--- src/design/scr_pkg.sv ---
// shared constants and types of the scan command and format registers
package scr_pkg;
    // register offsets
    localparam logic [7:0] SCR_OFS_CMD = 8'h07;
    localparam logic [7:0] SCR_OFS_MCLK = 8'h08;
    localparam logic [7:0] SCR_OFS_FMT = 8'h09;
    localparam logic [7:0] SCR_OFS_FEED_MSB = 8'h48;
    localparam logic [7:0] SCR_OFS_FEED_LSB = 8'h49;
    localparam logic [7:0] SCR_OFS_STATUS = 8'h4a;
    // reset values
    localparam logic [7:0] SCR_RST_CMD = 8'h00;
    localparam logic [7:0] SCR_RST_MCLK = 8'h00;
    localparam logic [7:0] SCR_RST_FMT = 8'h00;
    localparam logic [15:0] SCR_RST_FEED = 16'h0010;
    // command register fields
    localparam int SCR_CMD_LSB = 0;
    localparam int SCR_STANDBY_BIT = 2;
    localparam int SCR_RESET_BIT = 3;
    // divider register field
    localparam int SCR_MCLK_LSB = 0;
    localparam int SCR_MCLK_W = 6;
    // format register fields
    localparam int SCR_DPI_LSB = 0;
    localparam int SCR_PACK_LSB = 3;
    localparam int SCR_MODE_BIT = 5;
    // ratio in half crystal cycles is code plus this
    localparam logic [6:0] SCR_MCLK_HALF_BASE = 7'h02;
    localparam logic [6:0] SCR_HALF_STEP = 7'h02;
    // converter clock is master clock over this plus one
    localparam logic [2:0] SCR_ADC_LAST = 3'h7;
    // motor full-step phase patterns, bit order a, b, a_n, b_n
    localparam logic [3:0] SCR_PHASE_0 = 4'h9;
    localparam logic [3:0] SCR_PHASE_1 = 4'hc;
    localparam logic [3:0] SCR_PHASE_2 = 4'h6;
    localparam logic [3:0] SCR_PHASE_3 = 4'h3;

    typedef enum logic [1:0] {
        SCR_CMD_IDLE = 2'h0,
        SCR_CMD_FWD = 2'h1,
        SCR_CMD_REV = 2'h2,
        SCR_CMD_SCAN = 2'h3
    } scr_cmd_e;

    typedef enum logic [1:0] {
        SCR_PACK_1 = 2'h0,
        SCR_PACK_2 = 2'h1,
        SCR_PACK_4 = 2'h2,
        SCR_PACK_8 = 2'h3
    } scr_pack_e;

    typedef enum {
        SCR_SC_IDLE,
        SCR_SC_CLEAR,
        SCR_SC_RUN,
        SCR_SC_FINISH
    } scr_scan_e;
endpackage : scr_pkg

--- src/design/scr_pixel_fmt.sv ---
// pixel packer and two-byte word formatter for the host byte stream
`timescale 1ns/1ps
`default_nettype none
module scr_pixel_fmt
    import scr_pkg::*;
(
    // clock and reset
    input wire logic clk,
    input wire logic rst_b,
    // control
    input wire logic hold,
    input wire logic mode_word,
    input wire logic raw_sel,
    input wire logic [1:0] pack_depth,
    // pixel input
    input wire logic pix_valid,
    input wire logic [11:0] pix_data,
    output logic pix_ready,
    // byte output
    output logic byte_valid,
    output logic [7:0] byte_data
);
    logic [7:0] acc;
    logic [3:0] bits;
    logic pend;
    logic [7:0] pend_byte;
    logic next_pix_ready;
    logic next_byte_valid;
    logic [7:0] next_byte_data;
    logic [7:0] next_acc;
    logic [3:0] next_bits;
    logic next_pend;
    logic [7:0] next_pend_byte;
    logic [3:0] width;
    logic [7:0] top;
    logic [7:0] shifted;

    always_comb begin
        width = 4'h1;
        top = 8'h00;
        unique case (scr_pack_e'(pack_depth))
            SCR_PACK_1: begin
                width = 4'h1;
                top = {7'h00, pix_data[7]};
            end
            SCR_PACK_2: begin
                width = 4'h2;
                top = {6'h00, pix_data[7:6]};
            end
            SCR_PACK_4: begin
                width = 4'h4;
                top = {4'h0, pix_data[7:4]};
            end
            SCR_PACK_8: begin
                width = 4'h8;
                top = pix_data[7:0];
            end
        endcase
        shifted = (acc << width) | top;
        next_acc = acc;
        next_bits = bits;
        next_pend = pend;
        next_pend_byte = pend_byte;
        next_byte_valid = 1'b0;
        next_byte_data = byte_data;
        if (hold) begin
            next_acc = 8'h00;
            next_bits = 4'h0;
            next_pend = 1'b0;
        end else if (pend) begin
            // second byte of a word
            next_byte_valid = 1'b1;
            next_byte_data = pend_byte;
            next_pend = 1'b0;
        end else if (pix_valid && pix_ready) begin
            if (mode_word && raw_sel) begin
                next_byte_valid = 1'b1;
                next_byte_data = {4'h0, pix_data[11:8]};
                next_pend = 1'b1;
                next_pend_byte = pix_data[7:0];
            end else if (mode_word) begin
                next_byte_valid = 1'b1;
                next_byte_data = {4'h0, pix_data[9:6]};
                next_pend = 1'b1;
                next_pend_byte = {pix_data[5:0], 2'b00};
            end else begin
                if (bits + width >= 4'h8) begin
                    next_byte_valid = 1'b1;
                    next_byte_data = shifted;
                    next_acc = 8'h00;
                    next_bits = 4'h0;
                end else begin
                    next_acc = shifted;
                    next_bits = bits + width;
                end
            end
        end
        next_pix_ready = !hold && !next_pend;
    end

    always_ff @(posedge clk or negedge rst_b) begin
        if (!rst_b) begin
            acc <= 8'h00;
            bits <= 4'h0;
            pend <= 1'b0;
            pend_byte <= 8'h00;
            pix_ready <= 1'b0;
            byte_valid <= 1'b0;
            byte_data <= 8'h00;
        end else begin
            acc <= next_acc;
            bits <= next_bits;
            pend <= next_pend;
            pend_byte <= next_pend_byte;
            pix_ready <= next_pix_ready;
            byte_valid <= next_byte_valid;
            byte_data <= next_byte_data;
        end
    end
endmodule : scr_pixel_fmt
`default_nettype wire

--- src/design/scr_regs.sv ---
// scan command, clock divider and output format register bank
// Functional notes
// - idle zeroes motor phases, finishes line
// - fast forward steps at feed rate
// - fast reverse steps at feed rate
// - start scan clears pointers, then scans
// - standby freezes clocks, powers analog down
// - reset bit holds device in reset
// - master clock is crystal over code/2+1
// - converter clock is master clock over eight
// - output resolution uses divider field
// - processed mode packs 1/2/4/8 bits
// - mode zero uses full processing chain
// - mode one sends 10-bit in two bytes
// - raw 12-bit when divider zero (the code also requires raw_coef_zero high)
//
// Our own choice: the address-and-strobe port.
`timescale 1ns/1ps
`default_nettype none
module scr_regs
    import scr_pkg::*;
(
    // clock and reset
    input wire logic clk,
    input wire logic rst_b,
    // register port
    input wire logic [7:0] reg_addr,
    input wire logic [7:0] reg_wdata,
    input wire logic reg_wr,
    input wire logic reg_rd,
    output logic [7:0] reg_rdata,
    // pixel pipeline handshake
    input wire logic line_done,
    input wire logic raw_coef_zero,
    input wire logic pix_valid,
    input wire logic [11:0] pix_data,
    output logic pix_ready,
    output logic byte_valid,
    output logic [7:0] byte_data,
    // clocks and power
    output logic mclk_en,
    output logic adc_en,
    output logic analog_power_down,
    output logic core_reset,
    // motor
    output logic [3:0] motor_phase,
    // scan control
    output logic clear_pointers,
    output logic scan_active,
    output logic [2:0] dpi_divider,
    output logic full_process,
    output logic bypass_gamma
);
    // registers
    logic [7:0] cmd_reg;
    logic [7:0] mclk_reg;
    logic [7:0] fmt_reg;
    logic [15:0] feed_reg;
    logic [7:0] next_cmd_reg;
    logic [7:0] next_mclk_reg;
    logic [7:0] next_fmt_reg;
    logic [15:0] next_feed_reg;
    logic [7:0] next_reg_rdata;
    logic start_req;
    logic next_start_req;

    wire logic standby = cmd_reg[SCR_STANDBY_BIT];
    wire logic soft_rst = cmd_reg[SCR_RESET_BIT];
    wire logic [1:0] cmd_field = cmd_reg[SCR_CMD_LSB +: 2];
    wire logic [2:0] dpi_field = fmt_reg[SCR_DPI_LSB +: 3];
    wire logic [1:0] pack_field = fmt_reg[SCR_PACK_LSB +: 2];
    wire logic mode_field = fmt_reg[SCR_MODE_BIT];
    scr_scan_e scan_state;
    logic [1:0] motor_cmd;
    wire logic [1:0] scan_code = scan_state == SCR_SC_IDLE ? 2'h0 :
        (scan_state == SCR_SC_CLEAR ? 2'h1 :
        (scan_state == SCR_SC_RUN ? 2'h2 : 2'h3));

    always_comb begin
        next_cmd_reg = cmd_reg;
        next_mclk_reg = mclk_reg;
        next_fmt_reg = fmt_reg;
        next_feed_reg = feed_reg;
        next_start_req = 1'b0;
        next_reg_rdata = 8'h00;
        if (reg_wr) begin
            unique case (reg_addr)
                SCR_OFS_CMD: begin
                    next_cmd_reg = reg_wdata;
                    next_start_req = reg_wdata[SCR_CMD_LSB +: 2] ==
                        SCR_CMD_SCAN;
                end
                SCR_OFS_MCLK: next_mclk_reg = {2'b00,
                    reg_wdata[SCR_MCLK_LSB +: SCR_MCLK_W]};
                SCR_OFS_FMT: next_fmt_reg = {2'b00, reg_wdata[5:0]};
                SCR_OFS_FEED_MSB: next_feed_reg[15:8] = reg_wdata;
                SCR_OFS_FEED_LSB: next_feed_reg[7:0] = reg_wdata;
                default: begin
                end
            endcase
        end
        if (reg_rd) begin
            unique case (reg_addr)
                SCR_OFS_CMD: next_reg_rdata = cmd_reg;
                SCR_OFS_MCLK: next_reg_rdata = mclk_reg;
                SCR_OFS_FMT: next_reg_rdata = fmt_reg;
                SCR_OFS_FEED_MSB: next_reg_rdata = feed_reg[15:8];
                SCR_OFS_FEED_LSB: next_reg_rdata = feed_reg[7:0];
                SCR_OFS_STATUS: next_reg_rdata = {2'b00, motor_cmd,
                    scan_code, analog_power_down, core_reset};
                default: next_reg_rdata = 8'h00;
            endcase
        end
    end

    always_ff @(posedge clk or negedge rst_b) begin
        if (!rst_b) begin
            cmd_reg <= SCR_RST_CMD;
            mclk_reg <= SCR_RST_MCLK;
            fmt_reg <= SCR_RST_FMT;
            feed_reg <= SCR_RST_FEED;
            start_req <= 1'b0;
            reg_rdata <= 8'h00;
        end else begin
            cmd_reg <= next_cmd_reg;
            mclk_reg <= next_mclk_reg;
            fmt_reg <= next_fmt_reg;
            feed_reg <= next_feed_reg;
            start_req <= next_start_req;
            reg_rdata <= next_reg_rdata;
        end
    end

    // clock enables
    logic [6:0] half_acc;
    logic [6:0] half_period;
    logic [2:0] adc_cnt;
    logic [6:0] next_half_acc;
    logic [6:0] next_half_period;
    logic [2:0] next_adc_cnt;
    logic next_mclk_en;
    logic next_adc_en;
    logic [6:0] acc_sum;
    logic freeze;

    always_comb begin
        freeze = standby || soft_rst;
        acc_sum = half_acc + SCR_HALF_STEP;
        next_half_acc = half_acc;
        next_half_period = half_period;
        next_adc_cnt = adc_cnt;
        next_mclk_en = 1'b0;
        next_adc_en = 1'b0;
        if (soft_rst) begin
            next_half_acc = 7'h00;
            next_adc_cnt = 3'h0;
            next_half_period = mclk_reg[6:0] + SCR_MCLK_HALF_BASE;
        end else if (!freeze) begin
            if (acc_sum >= half_period) begin
                next_mclk_en = 1'b1;
                next_half_acc = acc_sum - half_period;
                // new ratio at a pulse boundary
                next_half_period = mclk_reg[6:0] + SCR_MCLK_HALF_BASE;
                next_adc_cnt = adc_cnt + 3'h1;
                next_adc_en = adc_cnt == SCR_ADC_LAST;
            end else begin
                next_half_acc = acc_sum;
            end
        end
    end

    always_ff @(posedge clk or negedge rst_b) begin
        if (!rst_b) begin
            half_acc <= 7'h00;
            half_period <= SCR_MCLK_HALF_BASE;
            adc_cnt <= 3'h0;
            mclk_en <= 1'b0;
            adc_en <= 1'b0;
        end else begin
            half_acc <= next_half_acc;
            half_period <= next_half_period;
            adc_cnt <= next_adc_cnt;
            mclk_en <= next_mclk_en;
            adc_en <= next_adc_en;
        end
    end

    // motor feed
    logic [15:0] step_cnt;
    logic [1:0] phase_idx;
    logic [1:0] next_motor_cmd;
    logic [15:0] next_step_cnt;
    logic [1:0] next_phase_idx;
    logic [3:0] next_motor_phase;
    logic step_due;
    logic moving;

    always_comb begin
        moving = motor_cmd == SCR_CMD_FWD || motor_cmd == SCR_CMD_REV;
        step_due = mclk_en && (step_cnt + 16'h0001 >= feed_reg);
        next_motor_cmd = motor_cmd;
        next_step_cnt = step_cnt;
        next_phase_idx = phase_idx;
        if (soft_rst) begin
            next_motor_cmd = SCR_CMD_IDLE;
            next_step_cnt = 16'h0000;
        end else if (!moving || step_due) begin
            next_motor_cmd = cmd_field;
            next_step_cnt = 16'h0000;
            if (step_due && motor_cmd == SCR_CMD_FWD) begin
                next_phase_idx = phase_idx + 2'h1;
            end else if (step_due && motor_cmd == SCR_CMD_REV) begin
                next_phase_idx = phase_idx - 2'h1;
            end
        end else if (mclk_en) begin
            next_step_cnt = step_cnt + 16'h0001;
        end
        next_motor_phase = 4'h0;
        if (!soft_rst && (next_motor_cmd == SCR_CMD_FWD ||
                next_motor_cmd == SCR_CMD_REV)) begin
            unique case (next_phase_idx)
                2'h0: next_motor_phase = SCR_PHASE_0;
                2'h1: next_motor_phase = SCR_PHASE_1;
                2'h2: next_motor_phase = SCR_PHASE_2;
                2'h3: next_motor_phase = SCR_PHASE_3;
            endcase
        end
    end

    always_ff @(posedge clk or negedge rst_b) begin
        if (!rst_b) begin
            motor_cmd <= SCR_CMD_IDLE;
            step_cnt <= 16'h0000;
            phase_idx <= 2'h0;
            motor_phase <= 4'h0;
        end else begin
            motor_cmd <= next_motor_cmd;
            step_cnt <= next_step_cnt;
            phase_idx <= next_phase_idx;
            motor_phase <= next_motor_phase;
        end
    end

    // scan sequencing and pipeline steering
    scr_scan_e next_scan_state;
    logic next_clear_pointers;
    logic next_scan_active;
    logic next_analog_power_down;
    logic next_core_reset;
    logic next_full_process;
    logic next_bypass_gamma;
    logic fmt_hold;

    always_comb begin
        next_scan_state = scan_state;
        if (soft_rst) begin
            next_scan_state = SCR_SC_IDLE;
        end else begin
            unique case (scan_state)
                SCR_SC_IDLE:
                    if (start_req) begin
                        next_scan_state = SCR_SC_CLEAR;
                    end
                SCR_SC_CLEAR: next_scan_state = SCR_SC_RUN;
                SCR_SC_RUN:
                    if (cmd_field != SCR_CMD_SCAN) begin
                        next_scan_state = SCR_SC_FINISH;
                    end
                SCR_SC_FINISH:
                    if (line_done) begin
                        next_scan_state = SCR_SC_IDLE;
                    end
            endcase
        end
        next_clear_pointers = next_scan_state == SCR_SC_CLEAR;
        next_scan_active = next_scan_state == SCR_SC_RUN ||
            next_scan_state == SCR_SC_FINISH;
        next_analog_power_down = standby;
        next_core_reset = soft_rst;
        next_full_process = !mode_field;
        next_bypass_gamma = mode_field;
    end

    always_ff @(posedge clk or negedge rst_b) begin
        if (!rst_b) begin
            scan_state <= SCR_SC_IDLE;
            clear_pointers <= 1'b0;
            scan_active <= 1'b0;
            analog_power_down <= 1'b0;
            core_reset <= 1'b0;
            dpi_divider <= 3'h0;
            full_process <= 1'b1;
            bypass_gamma <= 1'b0;
        end else begin
            scan_state <= next_scan_state;
            clear_pointers <= next_clear_pointers;
            scan_active <= next_scan_active;
            analog_power_down <= next_analog_power_down;
            core_reset <= next_core_reset;
            dpi_divider <= dpi_field;
            full_process <= next_full_process;
            bypass_gamma <= next_bypass_gamma;
        end
    end

    assign fmt_hold = soft_rst || standby || clear_pointers;

    scr_pixel_fmt u_fmt (
        .clk(clk),
        .rst_b(rst_b),
        .hold(fmt_hold),
        .mode_word(mode_field),
        // raw path needs divider and coefficients zero
        .raw_sel(dpi_field == 3'h0 && raw_coef_zero),
        .pack_depth(pack_field),
        .pix_valid(pix_valid),
        .pix_data(pix_data),
        .pix_ready(pix_ready),
        .byte_valid(byte_valid),
        .byte_data(byte_data)
    );
endmodule : scr_regs
`default_nettype wire

--- config.mk ---
export PLATFORM = sky130hd
export DESIGN_NAME = scr_regs
export DESIGN_NICKNAME = d
export VERILOG_FILES = /design/src/design/scr_pkg.sv /design/src/design/scr_pixel_fmt.sv /design/src/design/scr_regs.sv
export SDC_FILE = /design/constraint.sdc
export NUM_CORES = 1
export LEC_CHECK = 0
export BUFFER_PORTS_ARGS = -buffer_cell sky130_fd_sc_hd__buf_4
export CORE_AREA = 2 2 120 122
export DETAILED_ROUTE_END_ITERATION = 10
export DIE_AREA = 0 0 122 124
export GPL_TIMING_DRIVEN = 0
export PLACE_DENSITY_LB_ADDON = 0.08
export SYNTH_ARGS = -nofsm -noshare
export SYNTH_HDL_FRONTEND = slang
export SYNTH_SLANG_ARGS = --single-unit
--- constraint.sdc ---
create_clock -name clk -period 9.4 [get_ports clk]
set_input_delay 0.94 -clock clk [delete_from_list [all_inputs] [get_ports clk]]
set_output_delay 0.94 -clock clk [all_outputs]
set_load 0.1 [all_outputs]
# Word-level counts from Yosys, hierarchy flattened
# Cells that the tools add are included.
[totals]
regBits = 160
word_cells = 186
input_bits = 35
[classes]
n_lt_le_gt_ge = 3
add_sub_neg = 8
bitwise_logic = 3
n_eq_ne = 31
muxes = 70
reduce_logical = 39
shift = 1
[ops]
columns = ["operator", "count"]
rows = [
  ["equality test 32 x 2 -> 1 bit, second input constant", 4],
  ["2-to-1 mux 32 bit", 4],
  ["one-hot mux 32 bit (4 select lines)", 1],
  ["2-to-1 mux 8 bit", 14],
  ["equality test 32 x 3 -> 1 bit, second input constant", 3],
  ["zero test 32 bit", 2],
  ["2-to-1 mux 16 bit", 3],
  ["one-hot mux 8 bit (6 select lines)", 1],
  ["2-to-1 mux 7 bit", 6],
  ["equality test 32 x 1 -> 1 bit, second input constant", 1],
  ["one-hot mux 4 bit (4 select lines)", 2],
  ["one-hot mux 8 bit (4 select lines)", 1],
  ["2-to-1 mux 4 bit", 7],
  ["equality test 8 x 7 -> 1 bit, second input constant", 3],
  ["2-to-1 mux 1 bit", 20],
  ["adder 16 x 1 -> 16 bit, second input constant", 1],
  ["equality test 8 x 4 -> 1 bit, second input constant", 2],
  [">= comparator 16 bit", 1],
  ["2-to-1 mux 2 bit", 8],
  ["equality test 2 bit, second input constant", 7],
  ["AND reduction 2 bit", 6],
  ["2-to-1 mux 3 bit", 3],
  ["equality test 2 x 1 -> 1 bit, second input constant", 4],
  ["equality test 8 x 3 -> 1 bit, second input constant", 1],
  ["other kinds (25)", 50],
]

# Depth between registers and ports, before layout
[logic_depth]
word_depth = 11
depth_mapped = 15
depth_no_buf = 15

# Cells and area by module
# A second synthesis with hierarchy kept.
[hier_totals]
cells_unflattened = 754
area_unflattened_um2 = 8315.5
[modules_own_cells]
columns = ["mod", "seq_area_each_um2", "instances", "area_each_um2", "cells_each"]
rows = [
  ["scr_regs", 3231.8, 1, 6496.2, 582],
  ["scr_pixel_fmt", 750.7, 1, 1819.2, 172],
]

# Worst setup path after synthesis
# Ideal clock, no wire load.
[synth_timing]
path_kind = "flip-flop to flip-flop"
start = "register step_cnt[2]"
end = "register motor_phase[2]"
synth_period_minus_slack_ps = 3358
slack_ps = 6042
arrival_ps = 3230
path_stages_with_launch = 15
cell_sequence = "dfrtp_1 and4_1 nand4_1 nor2_1 nand3_1 xnor2_1 ha_1 nand2_2 nor4_4 a21oi_1 or3_1 xnor2_1 ha_1 inv_1 nor2_1"
[synth_via]
elab_chain_cells = 11
elab_cells_between_ends = 22
classes_between = "add/sub: 1; order compare: 1; eq/ne: 5; mux: 8; reduce/logical: 7"
[synth_lines]
columns = ["item", "line", "text"]
rows = [
  ["from (decl)", "scr_regs.sv:189", "logic [15:0] step_cnt;"],
  ["from (signal assigned)", "scr_regs.sv:238", "step_cnt <= next_step_cnt;"],
  ["adder 16 x 1 -> 16 bit (*)", "scr_regs.sv:200", "step_due = mclk_en && (step_cnt + 16'h0001 >= feed_reg);"],
  [">= comparator 16 bit (*)", "scr_regs.sv:200", ""],
  ["logical AND 1 bit (*)", "scr_regs.sv:200", ""],
  ["logical AND 1 bit", "scr_regs.sv:212", "end else if (step_due && motor_cmd == SCR_CMD_REV) begin"],
  ["2-to-1 mux 2 bit", "scr_regs.sv:212", ""],
  ["2-to-1 mux 2 bit", "scr_regs.sv:210", "if (step_due && motor_cmd == SCR_CMD_FWD) begin"],
  ["2-to-1 mux 2 bit (*)", "scr_regs.sv:207", "end else if (!moving || step_due) begin"],
  ["2-to-1 mux 2 bit (*)", "scr_regs.sv:204", "if (soft_rst) begin"],
  ["via next_phase_idx[1]", "scr_regs.sv:193", "logic [1:0] next_phase_idx;"],
  ["equality test 2 bit, or another cell as far along", "scr_regs.sv:221", "unique case (next_phase_idx)"],
  ["one-hot mux 4 bit (4 select lines) (*)", "scr_regs.sv:221", ""],
  ["2-to-1 mux 4 bit (*)", "scr_regs.sv:219", "if (!soft_rst && (next_motor_cmd == SCR_CMD_FWD ||"],
  ["via next_motor_phase[2]", "scr_regs.sv:194", "logic [3:0] next_motor_phase;"],
  ["to (signal assigned)", "scr_regs.sv:240", "motor_phase <= next_motor_phase;"],
  ["to (decl)", "scr_regs.sv:46", "output logic [3:0] motor_phase,"],
]
# The timed path passes the listed nets; every way through them passes the cells marked *.
# A chain may end at the register's enable or synchronous reset.

# Worst setup path after layout
[layout_timing]
start = "register step_cnt[0]"
end = "register motor_phase[2]"
# The elaborated chain is that of the path after synthesis.

==> run metrics <==
status=completed; Die X=around 120 µm; Final ANT Viol Nets=0; RSZ-0062 raised after global routing=no; Initial DRC Count=approximately 520; Pwr per Cell Area=about 280 nW/µm²; core region area=between 10000 and 15000 µm²; largest net degree at the start of global routing=85; Synth Register Bits=around 160; Synth cell types=68; Avg Inst Size Synth=~11 µm²; Antenna diodes=0; Final Setup Violations=0; cell accounting for the most synthesized area=dfrtp_1; via-per-instance ratio=around 6.0; Data required, critical path=roughly 9700 ps; Worst VDD drop=about 0.00016 V; asr flop ratio synth=100%; Max FO, Critical Path=6; Clock Skew=around 4.8 ps; # fillers=around 1000; first-pass GRT wire length=30.8 mm; WL/cell=between 15 and 20 µm; Final Util=69.9%; # DRC=0; Layout area overhead=16.8%; Mapped Cells=around 750; post-CTS setup buffers=0; vias in the first global route=6100; total iterations of the first detailed-routing run=7; Port-buffer cells=66; minimum clock period after layout=between 3000 and 4000 ps; register-to-register setup slack=5420 ps; Top Ports=68; Largest register FFs=32; root buf cell=clkbuf_16; top cell type's share of synthesized area=between 40% and 50%; Least-Margin Pin Slew=1200 ps; final period utilization=around 42%; Hold WS=~410 ps; register area share after synthesis=just under 50%; Bufs on Longest Clock Path=2; Initial Util=59.8%; Skew-Pair Late Insertion Delay=about 430 ps; CTS resizes=0; layout cells sized above 1=around a fifth; total grt overflow=0; register area=around 4000 µm²; max cap viols=0; leading post-synthesis cells by cell area=dfrtp_1 48%, mux2_2 5.9%, ha_1 5.6%; die area=around 15000 µm²; CTS tree=built; Die Y=124 µm; routability congestion estimate=0.926; CTS Hold Buffers Added=0; total routed wirelength=roughly 19 mm; final setup TNS=0 ps; number of synthesized flops with an enable pin=0; H-tree depth=4; Vias=between 6000 and 7000; Worst EP arrival=between 4000 and 5000 ps; GRT Total Usage=between 20% and 30%; Pleak=approximately 0.0045 µW; row count=43; Setup Crit Path Kind=flop to flop; Hold Path Class=flop to flop; syn_nets=825; multi-input logic area=about 4000 µm²; launching element type of the critical path=flop; HPWL Detailed=between 10 and 15 mm; Final Net Count=approximately 910; f_max=around 0.25 GHz; Clk pin slew, worst setup/hold paths=roughly 60 ps; CTS buffer count=17; Hold Fails Final Rpt=0; total clock sinks=159; antenna violations before repair=0; Slew Limit Fails=0; Synth Flop Type=dfrtp_1; Rel. slew slack=between 10% and 20%; Ys Warns=0; Mapped Area=8210 µm²; Crit. End Element=flop
layer usage:
metal | global-route usage, % | part of all wire (%) | wire [µm] | up-vias
li1 | - | - | - | 2875
met1 | 34.6 | 43 | 8190 | 3001
met2 | 43.5 | 49 | 9260 | 210
met3 | 5.27 | 5.4 | 1030 | 45
met4 | 11.7 | 3.0 | 571 | 0
met5 | 0 | 0 | 0 | -
power breakdown:
part / internal (µW) / total (µW) / switching (µW)
clock network: 452 / 721 / 269
registers: 796 / 880 / 83.5
logic: 381 / 1070 / 690
total: 1630 / 2670 / 1040
cells in the final DEF (no fill, tap or decap), types with 22 or more instances in the layout:
master and instances:
buf_4 67, inv_1 38, a21oi_1 33, ha_1 37, dfrtp_1 156, nor2_1 46, a22o_1 22, nand2_1 47
mux2_2 43, and2_1 32, o21ai_0 43
layout make-up:
| cell class | instances | share of cell area, % |
|---|---|---|
| repair buffers | 67 | 5.49 |
| multi-input cells | 525 | 41.3 |
| flip-flops and latches | 159 | 41.5 |
| clock buffers | 23 | 5.19 |
| clock inverters | 9 | 1.36 |
| inverters | 39 | 1.53 |
| well taps | 180 | 2.35 |
| plain buffers | 28 | 1.27 |
kinds of logic after synthesis:
| group | Yosys count | share of synthesized area [%] |
|---|---|---|
| compound gates | 156 | 13.1 |
| xor+xnor | 33 | 3.52 |
| fa+ha+maj | 39 | 6.13 |
| buf+inv | 67 | 3.26 |
| flops | 159 | 48.5 |
| mux | 71 | 10.5 |
| simple gates | 226 | 14.9 |
cells in the mapped netlist, types with 10 or more instances:
cell	number
nand2_1	47
inv_1	38
a21oi_1	33
mux2i_1	20
and2_1	32
xor2_1	14
ha_1	37
a22o_1	22
nor2_1	46
nor4_1	10
dfrtp_1	156
clkbuf_1	16
mux2_2	43
xnor2_1	19
nor3_1	17
nand3_1	13
o21ai_0	43
worst max-delay path: stages, from the launching register on:
cell     delay (ps)
dfrtp_1         470
ha_1            320
nand4_1         310
nor2_1          350
nand3_1         180
xnor2_1         170
ha_1            300
nand2_2          90
o21ai_0         300
a21o_1          180
a21oi_1          90
or3_1           460
xnor2_1         270
ha_1            300
inv_1            60
nor2_1           40
path summary, 6_finish.rpt:
kind,start,to,cells past startpoint
max in group asynchronous,rst_b,step_cnt[2]$_DFFE_PN0P_,2
min,cmd_reg[3]$_DFFE_PN0P_,core_reset$_DFF_PN0_,0
min reg2reg,cmd_reg[3]$_DFFE_PN0P_,core_reset$_DFF_PN0_,0
max,step_cnt[0]$_DFFE_PN0P_,motor_phase[2]$_DFF_PN0_,15
max reg2reg,step_cnt[0]$_DFFE_PN0P_,motor_phase[2]$_DFF_PN0_,15
min in group asynchronous,rst_b,adc_en$_DFF_PN0_,1
stage by stage:
step           instances  instance area (µm²)  setup WS (ps)  total power (µW)
6_report            1030                 9590           5420              2670
5_1_grt             1030                 9590           5160              2820
4_1_cts             1030                 9590           5470              2670
3_5_place_dp         998                 8960           5530              1940
3_3_place_gp         997                 8930           5590              1900
2_1_floorplan        751                 8210           6040              1690
Power figures use the tool's default switching activity.
